===== src/scr_pkg.sv =====
// Purpose: Constants for the serial interface configuration register bank
// Assumes: 8-bit registers on a byte-wide register port
// Notes: Part class code value is arbitrary
package scr_pkg;
  localparam int ADDR_W = 15;
  localparam int DATA_W = 8;
  localparam logic [ADDR_W-1:0] OFS_INTERFACE_CONFIG = 15'h0000;
  localparam logic [ADDR_W-1:0] OFS_OPERATING_STATE = 15'h0002;
  localparam logic [ADDR_W-1:0] OFS_PART_CLASS = 15'h0003;
  localparam int BIT_FULL_RESET = 7;
  localparam int BIT_ADDR_UP = 5;
  localparam int BIT_SEP_OUT = 4;
  localparam int MODE_LSB = 0;
  localparam int MODE_W = 2;
  localparam logic [7:0] RST_INTERFACE_CONFIG = 8'h30;
  localparam logic [7:0] RST_OPERATING_STATE = 8'h00;
  localparam logic [7:0] RST_PART_CLASS_HI = 8'h00;
  // Arbitrary class code
  localparam logic [3:0] PART_CLASS_CODE = 4'h5;
  localparam logic [1:0] MODE_NORMAL = 2'h0;
  localparam logic [1:0] MODE_POWER_DOWN = 2'h3;
  localparam int CLK_PERIOD_NS = 10;
  localparam int RESET_TIME_NS = 750;
  localparam int RESET_CYCLES = RESET_TIME_NS / CLK_PERIOD_NS;
  localparam logic [7:0] MASK_CFG_RW = 8'h6f;
  localparam logic [7:0] MASK_PART_RW = 8'hf0;
  localparam logic [7:0] ZERO_BYTE = 8'h00;
endpackage


===== src/scr_if.sv =====
// Purpose: Carrier between the bank and its reset timer
// Assumes: Single clock
// Notes: Start is a one-cycle pulse
`timescale 1ns/10ps
`default_nettype none
interface scr_if;
  logic start;
  logic busy;
  modport bank (output start, input busy);
  modport timer (input start, output busy);
endinterface
`default_nettype wire


===== src/scr_reset_timer.sv =====
// Purpose: Holds the internal reset for the full-chip reset interval
// Assumes: Start is synchronous to clk_i
// Notes: A restart while busy reloads the count
`timescale 1ns/10ps
`default_nettype none
module scr_reset_timer #(
  parameter int CYCLES = scr_pkg::RESET_CYCLES
) (
  // Clock and reset
  input wire logic clk_i,
  input wire logic rst_n,
  // Control
  scr_if.timer ctl
);
  import scr_pkg::*;
  localparam int CW = $clog2(CYCLES + 1);
  logic [CW-1:0] cnt_reg;
  always_ff @(posedge clk_i or negedge rst_n) begin
    if (!rst_n) begin
      cnt_reg <= '0;
    end else if (ctl.start) begin
      cnt_reg <= CW'(CYCLES);
    end else if (cnt_reg != '0) begin
      cnt_reg <= cnt_reg - CW'(1);
    end
  end
  assign ctl.busy = (cnt_reg != '0);
endmodule
`default_nettype wire


===== src/scr_regs.sv =====
// Purpose: Interface configuration, operating state and part class registers
// Assumes: Serial framing decodes address, write strobe and read strobe
// Notes: Full-chip reset held internally for the whole reset interval
//
// Behaviour
// RQ1: Writing one to bit 7 resets the whole chip and this register.
// RQ2: The full-chip reset bit clears itself when the reset completes.
// RQ3: Host waits up to 750 ns after a full reset before transacting.
// RQ4: Bit 5 picks streaming address direction; 1 increments, resets to 1.
// RQ5: Bit 4 reads one always; reads use the separate output line.
// RQ6: Mode bits 1:0: 0 normal, 3 power down, 1 and 2 reserved.
// RQ7: Interface configuration register reads 0x30 after reset.
// RQ8: Reserved bits reset to zero and hold writes; read-only writes ignored.
`timescale 1ns/10ps
`default_nettype none
module scr_regs #(
  parameter int RESET_CYCLES = scr_pkg::RESET_CYCLES
) (
  // Clock and reset
  input wire logic clk_i,
  input wire logic reset_n_i,
  // Register port
  input wire logic [scr_pkg::ADDR_W-1:0] addr_i,
  input wire logic wr_i,
  input wire logic [scr_pkg::DATA_W-1:0] wdata_i,
  input wire logic rd_i,
  output logic [scr_pkg::DATA_W-1:0] rdata_o,
  output logic rvalid_o,
  // Configuration outputs
  output logic addr_up_o,
  output logic separate_output_flag_o,
  output logic [scr_pkg::MODE_W-1:0] mode_o,
  output logic power_down_o,
  output logic chip_reset_o
);
  import scr_pkg::*;

  logic rst_s1_reg, rst_s2_reg, rst_n;
  logic [7:0] cfg_reg;
  logic [7:0] opst_reg;
  logic [7:0] part_reg;
  logic start_reg;
  logic chip_reset_reg;
  logic [7:0] rd_next;
  scr_if ctl ();

  function automatic logic hit(input logic [ADDR_W-1:0] a,
                               input logic [ADDR_W-1:0] ofs);
    hit = (a == ofs);
  endfunction

  always_ff @(posedge clk_i or negedge reset_n_i) begin
    if (!reset_n_i) begin
      rst_s1_reg <= 1'b0;
      rst_s2_reg <= 1'b0;
    end else begin
      rst_s1_reg <= 1'b1;
      rst_s2_reg <= rst_s1_reg;
    end
  end
  assign rst_n = rst_s2_reg;

  scr_reset_timer #(.CYCLES(RESET_CYCLES)) u_timer (
    .clk_i(clk_i),
    .rst_n(rst_n),
    .ctl(ctl)
  );

  // Full reset request, one-cycle pulse into the timer
  always_ff @(posedge clk_i or negedge rst_n) begin
    if (!rst_n) begin
      start_reg <= 1'b0;
    end else begin
      start_reg <= wr_i && !ctl.busy && !start_reg &&
                   hit(addr_i, OFS_INTERFACE_CONFIG) &&
                   wdata_i[BIT_FULL_RESET]; // RQ1
    end
  end
  assign ctl.start = start_reg;

  // Chip reset spans the request cycle and the whole interval
  always_ff @(posedge clk_i or negedge rst_n) begin
    if (!rst_n) begin
      chip_reset_reg <= 1'b0;
    end else begin
      chip_reset_reg <= start_reg || ctl.busy; // RQ1
    end
  end

  // Register writes; during the reset interval everything is held at reset
  // values, so stray traffic then is lost rather than half applied.
  always_ff @(posedge clk_i or negedge rst_n) begin
    if (!rst_n) begin
      cfg_reg <= RST_INTERFACE_CONFIG; // RQ7
      opst_reg <= RST_OPERATING_STATE;
      part_reg <= RST_PART_CLASS_HI;
    end else if (start_reg || ctl.busy) begin
      cfg_reg <= RST_INTERFACE_CONFIG; // RQ1 RQ2 RQ3
      opst_reg <= RST_OPERATING_STATE;
      part_reg <= RST_PART_CLASS_HI;
    end else if (wr_i) begin
      if (hit(addr_i, OFS_INTERFACE_CONFIG)) begin
        cfg_reg <= (wdata_i & MASK_CFG_RW) |
                   (RST_INTERFACE_CONFIG & ~MASK_CFG_RW); // RQ4 RQ5 RQ8
      end
      if (hit(addr_i, OFS_OPERATING_STATE)) begin
        opst_reg <= wdata_i; // RQ6 RQ8
      end
      if (hit(addr_i, OFS_PART_CLASS)) begin
        part_reg <= wdata_i & MASK_PART_RW; // RQ8
      end
    end
  end

  always_comb begin
    rd_next = ZERO_BYTE;
    if (hit(addr_i, OFS_INTERFACE_CONFIG)) begin
      rd_next = cfg_reg;
      rd_next[BIT_FULL_RESET] = chip_reset_reg; // RQ2
      rd_next[BIT_SEP_OUT] = 1'b1; // RQ5
    end else if (hit(addr_i, OFS_OPERATING_STATE)) begin
      rd_next = opst_reg;
    end else if (hit(addr_i, OFS_PART_CLASS)) begin
      rd_next = {part_reg[7:4], PART_CLASS_CODE};
    end
  end

  // Read data registered; unmapped addresses read zero
  always_ff @(posedge clk_i or negedge rst_n) begin
    if (!rst_n) begin
      rdata_o <= ZERO_BYTE;
      rvalid_o <= 1'b0;
    end else begin
      rvalid_o <= rd_i;
      if (rd_i) begin
        rdata_o <= rd_next;
      end
    end
  end

  // Outputs
  always_ff @(posedge clk_i or negedge rst_n) begin
    if (!rst_n) begin
      addr_up_o <= RST_INTERFACE_CONFIG[BIT_ADDR_UP];
      separate_output_flag_o <= 1'b1;
      mode_o <= MODE_NORMAL;
      power_down_o <= 1'b0;
      chip_reset_o <= 1'b0;
    end else begin
      addr_up_o <= cfg_reg[BIT_ADDR_UP]; // RQ4
      separate_output_flag_o <= 1'b1; // RQ5
      mode_o <= opst_reg[MODE_LSB +: MODE_W]; // RQ6
      power_down_o <= (opst_reg[MODE_LSB +: MODE_W] == MODE_POWER_DOWN);
      chip_reset_o <= chip_reset_reg;
    end
  end
endmodule
`default_nettype wire


===== config.mk =====
export PLATFORM = sky130hd
export DESIGN_NAME = scr_regs
export DESIGN_NICKNAME = d
export VERILOG_FILES = /design/src/scr_pkg.sv /design/src/scr_if.sv /design/src/scr_reset_timer.sv /design/src/scr_regs.sv
export SDC_FILE = /design/constraint.sdc
export NUM_CORES = 1
export LEC_CHECK = 0
export BUFFER_PORTS_ARGS = -buffer_cell sky130_fd_sc_hd__buf_2
export CORE_ASPECT_RATIO = 1.1
export CORE_UTILIZATION = 40
export CTS_CLUSTER_SIZE = 20
export DETAILED_ROUTE_END_ITERATION = 8
export GPL_TIMING_DRIVEN = 0
export PLACE_DENSITY = 0.74
export SLEW_MARGIN = 20
export SYNTH_ARGS = -nofsm -noshare
export SYNTH_HDL_FRONTEND = slang
export SYNTH_SLANG_ARGS = --single-unit

===== constraint.sdc =====
create_clock -name clk_i -period 1.3 [get_ports clk_i]
set_input_delay 0.065 -clock clk_i [delete_from_list [all_inputs] [get_ports clk_i]]
set_output_delay 0.065 -clock clk_i [all_outputs]
set_load 0.01 [all_outputs]

==> impl_metrics.json <==
{
  "cap_violations": 0,
  "busiest_layer": "met2",
  "ys_warn_count": 0,
  "die_w_um": 69.31,
  "synth_edf_count": 0,
  "diodes": 0,
  "start_util": 0.4225,
  "min_path_cells": 3,
  "antenna_found_initial": 0,
  "setup_violations": 27,
  "critPathMaxStageDelay_ps": 500,
  "slew_headroom": 0.5559,
  "hp-start": "wdata_i[4]",
  "hpwl_mm": 3.149,
  "post_drt_via_cell_ratio": 5.634,
  "finalSetupTns_ps": -12290,
  "die_area_sq_um": 5270,
  "cp-start-kind": "register",
  "worstPathArrival_ps": 2060,
  "critical_path.cell_chain": "inv_2 -> ha_4 -> or4b_4 -> nor4_4 -> buf_4 -> inv_6 -> clkbuf_16 -> a21oi_2",
  "row_count": 26,
  "postSynthAreaPerCell_sq_um": 10.49,
  "fmax_mhz": 545.1,
  "p_total_mw": 2.624,
  "synth_flop_cell": "dfrtp_1",
  "first_pass_iters": 4,
  "ys_seq_area_frac": 0.5411,
  "numClockSinks": 43,
  "fp.dieH_um": 76.04,
  "timing.rr.start": "u_timer.cnt_reg[0]",
  "synth_top_area_cell": "dfrtp_1",
  "status": "complete, but fails checks",
  "min_path_type": "primary input to register",
  "slew_viol_final": 0,
  "clkTransAtPathRegs_ps": 80,
  "crit_slowest_cell": "or4b_4",
  "finalNetCount": 277,
  "whs_ps": 32.68,
  "synthTopCellsByArea": "dfrtp_1 (51%), nand4_1 (4.7%), mux2i_1 (4.0%)",
  "r2r-end": "opst_reg[0]",
  "wire_per_inst_um": 15.61,
  "synth_top_area_share": 0.5148,
  "required_ps": 1530,
  "ff2ff_path_depth": 8,
  "cellLeakagePower_nw": 1.107,
  "worstSetupEndpointType": "register",
  "ys_seq_elements": 43,
  "cts_inserted_buffers": 5,
  "grt_overflow": 0,
  "drt-initial-drc-count": 159,
  "power_density_nw_per_um2": 1013,
  "drc": 0,
  "io_buffers": 40,
  "grt_pass1_wl_mm": 7.997,
  "syn_to_final_growth_pct": 30.01,
  "fin_skew_ps": 3.593,
  "crit_fanout": 5,
  "antenna_left": 0,
  "finalWirelength_mm": 4.778,
  "layout-drive-gt1-share": 0.3800,
  "track_usage": 0.1944,
  "gr-usage-met1": 0.2422,
  "grt_setup_unrepaired": "true",
  "finalCritPeriodShare": 1.411,
  "core_sq_um": 4717,
  "ir_worst_vdd_mv": 0.6072,
  "vias": 1724,
  "synthesis.instances": 190,
  "violations": "negative setup slack",
  "yosys-top-cells-count": "dfrtp_1 (41), nand4_1 (15), o21ai_1 (13), nand2_1 (12), o21ai_0 (11)",
  "use_met2": 0.3146,
  "cts_tree": "built",
  "worst_pin_slew_ps": 666.2,
  "htree_levels": 2,
  "hold_end": "part_reg[4]",
  "worst_slack_ps": -534.4,
  "cts.path.max_buffers": 2,
  "clk_latency_ps": 300,
  "grt_use_met3": 0.05688,
  "worstSetupPathType": "register to register",
  "cts_root_buf": "clkbuf_8",
  "post_synth_instance_area_sq_um": 1993,
  "pin_count": 42,
  "ys_types": 44,
  "grt_max_degree": 31,
  "rrSetupSlack_ps": -530,
  "placed_cell_area_sq_um": 2301,
  "hold_violations": 0,
  "layout_min_cycle_time_ps": 1834,
  "synth.most_common_cell": "dfrtp_1",
  "synthArstFlopShare": 1.000,
  "grt_pass1_vias": 1740,
  "gp_congestion": 0.8162,
  "finalInstanceArea_sq_um": 2591
}
## cells in the final DEF (no fill, tap or decap), types with 3 or more instances in the layout
cell and n:
inv_1 7, and2_1 4, buf_6 3, dfrtp_1 40, nor2_1 4, nand4_1 15
a21oi_2 14, o21ai_0 11, buf_2 41, mux2_2 3, mux2i_1 8, clkbuf_8 6
clkbuf_1 4, o21ai_1 13, buf_4 6, nand3_1 7, nor3_1 4, nand2_1 12
## layout make-up
cell class                      instances  area (sq um)
Fill cell                             395          2126
Sequential cell                        43          1080
Multi-Input combinational cell        126         879.6
Timing Repair Buffer                   52         336.6
Clock buffer                            6         82.58
Tap cell                               56         70.07
Buffer                                 10         61.31
Inverter                               11         46.29
Clock inverter                          2         35.03
## kinds of logic after synthesis
family,Yosys count,synth area share
XOR/XNOR,1,0.004395
other,1,0.001881
AO/OA/AOI/OAI,50,0.1569
AND/OR/NAND/NOR,60,0.1789
buffers and inverters,22,0.04770
adder cells (fa/ha/maj),1,0.006276
flip-flops,43,0.5411
multiplexers,12,0.06277
## per-stage QoR
stage / std cells / utilization / setup WS (ps)
2_1_floorplan: 191 / - / -507.6
3_3_place_gp: 287 / 0.4833 / -769.2
3_5_place_dp: 288 / 0.4878 / -810.9
4_1_cts: 303 / 0.5313 / -578.2
5_1_grt: 306 / 0.5493 / -593.9
6_report: 306 / 0.5493 / -534.4
## where the power goes
group	internal [mW]	switching, mW
combinational	0.0659	0.102
sequential	1.35	0.0205
clock	0.622	0.466
total	2.04	0.589
## per-layer routing
metal	vias up	share of wire	wire length [um]
met4	0	0.027	129
met1	824	0.39	1853
met2	83	0.51	2453
li1	804	-	-
met5	-	0	0
met3	13	0.071	341
## critical path: cells and delay by family, from the launching register on
family / cells / cell delay (ps)
fa+ha+maj: 1 / 130
compound gates: 1 / 100
buf+inv: 4 / 460
simple gates: 2 / 680
flops: 1 / 390
## worst max path at each step
stage	startpoint	endpoint	slack [ps]	depth (start not counted)
detailed placement	u_timer.cnt_reg[1]	opst_reg[0]	-810	7
floorplan	u_timer.cnt_reg[0]	cfg_reg[6]	-510	7
CTS	u_timer.cnt_reg[0]	part_reg[7]	-580	7
global route	u_timer.cnt_reg[0]	opst_reg[0]	-590	8
finish	u_timer.cnt_reg[0]	opst_reg[0]	-530	8
global placement	u_timer.cnt_reg[0]	opst_reg[0]	-770	7
## repair_timing
action | 4_1_cts | 5_1_grt
gates resized for setup | 8 | 13
setup buffers | 6 | 2
hold buffers | 2 | 0
pin swaps | 2 | 3
gates cloned | 0 | 1
endpoints found under the setup margin | 30 | 31
endpoints found under the hold margin | 3 | 0
Note: power is estimated with default switching activity, not from simulation.
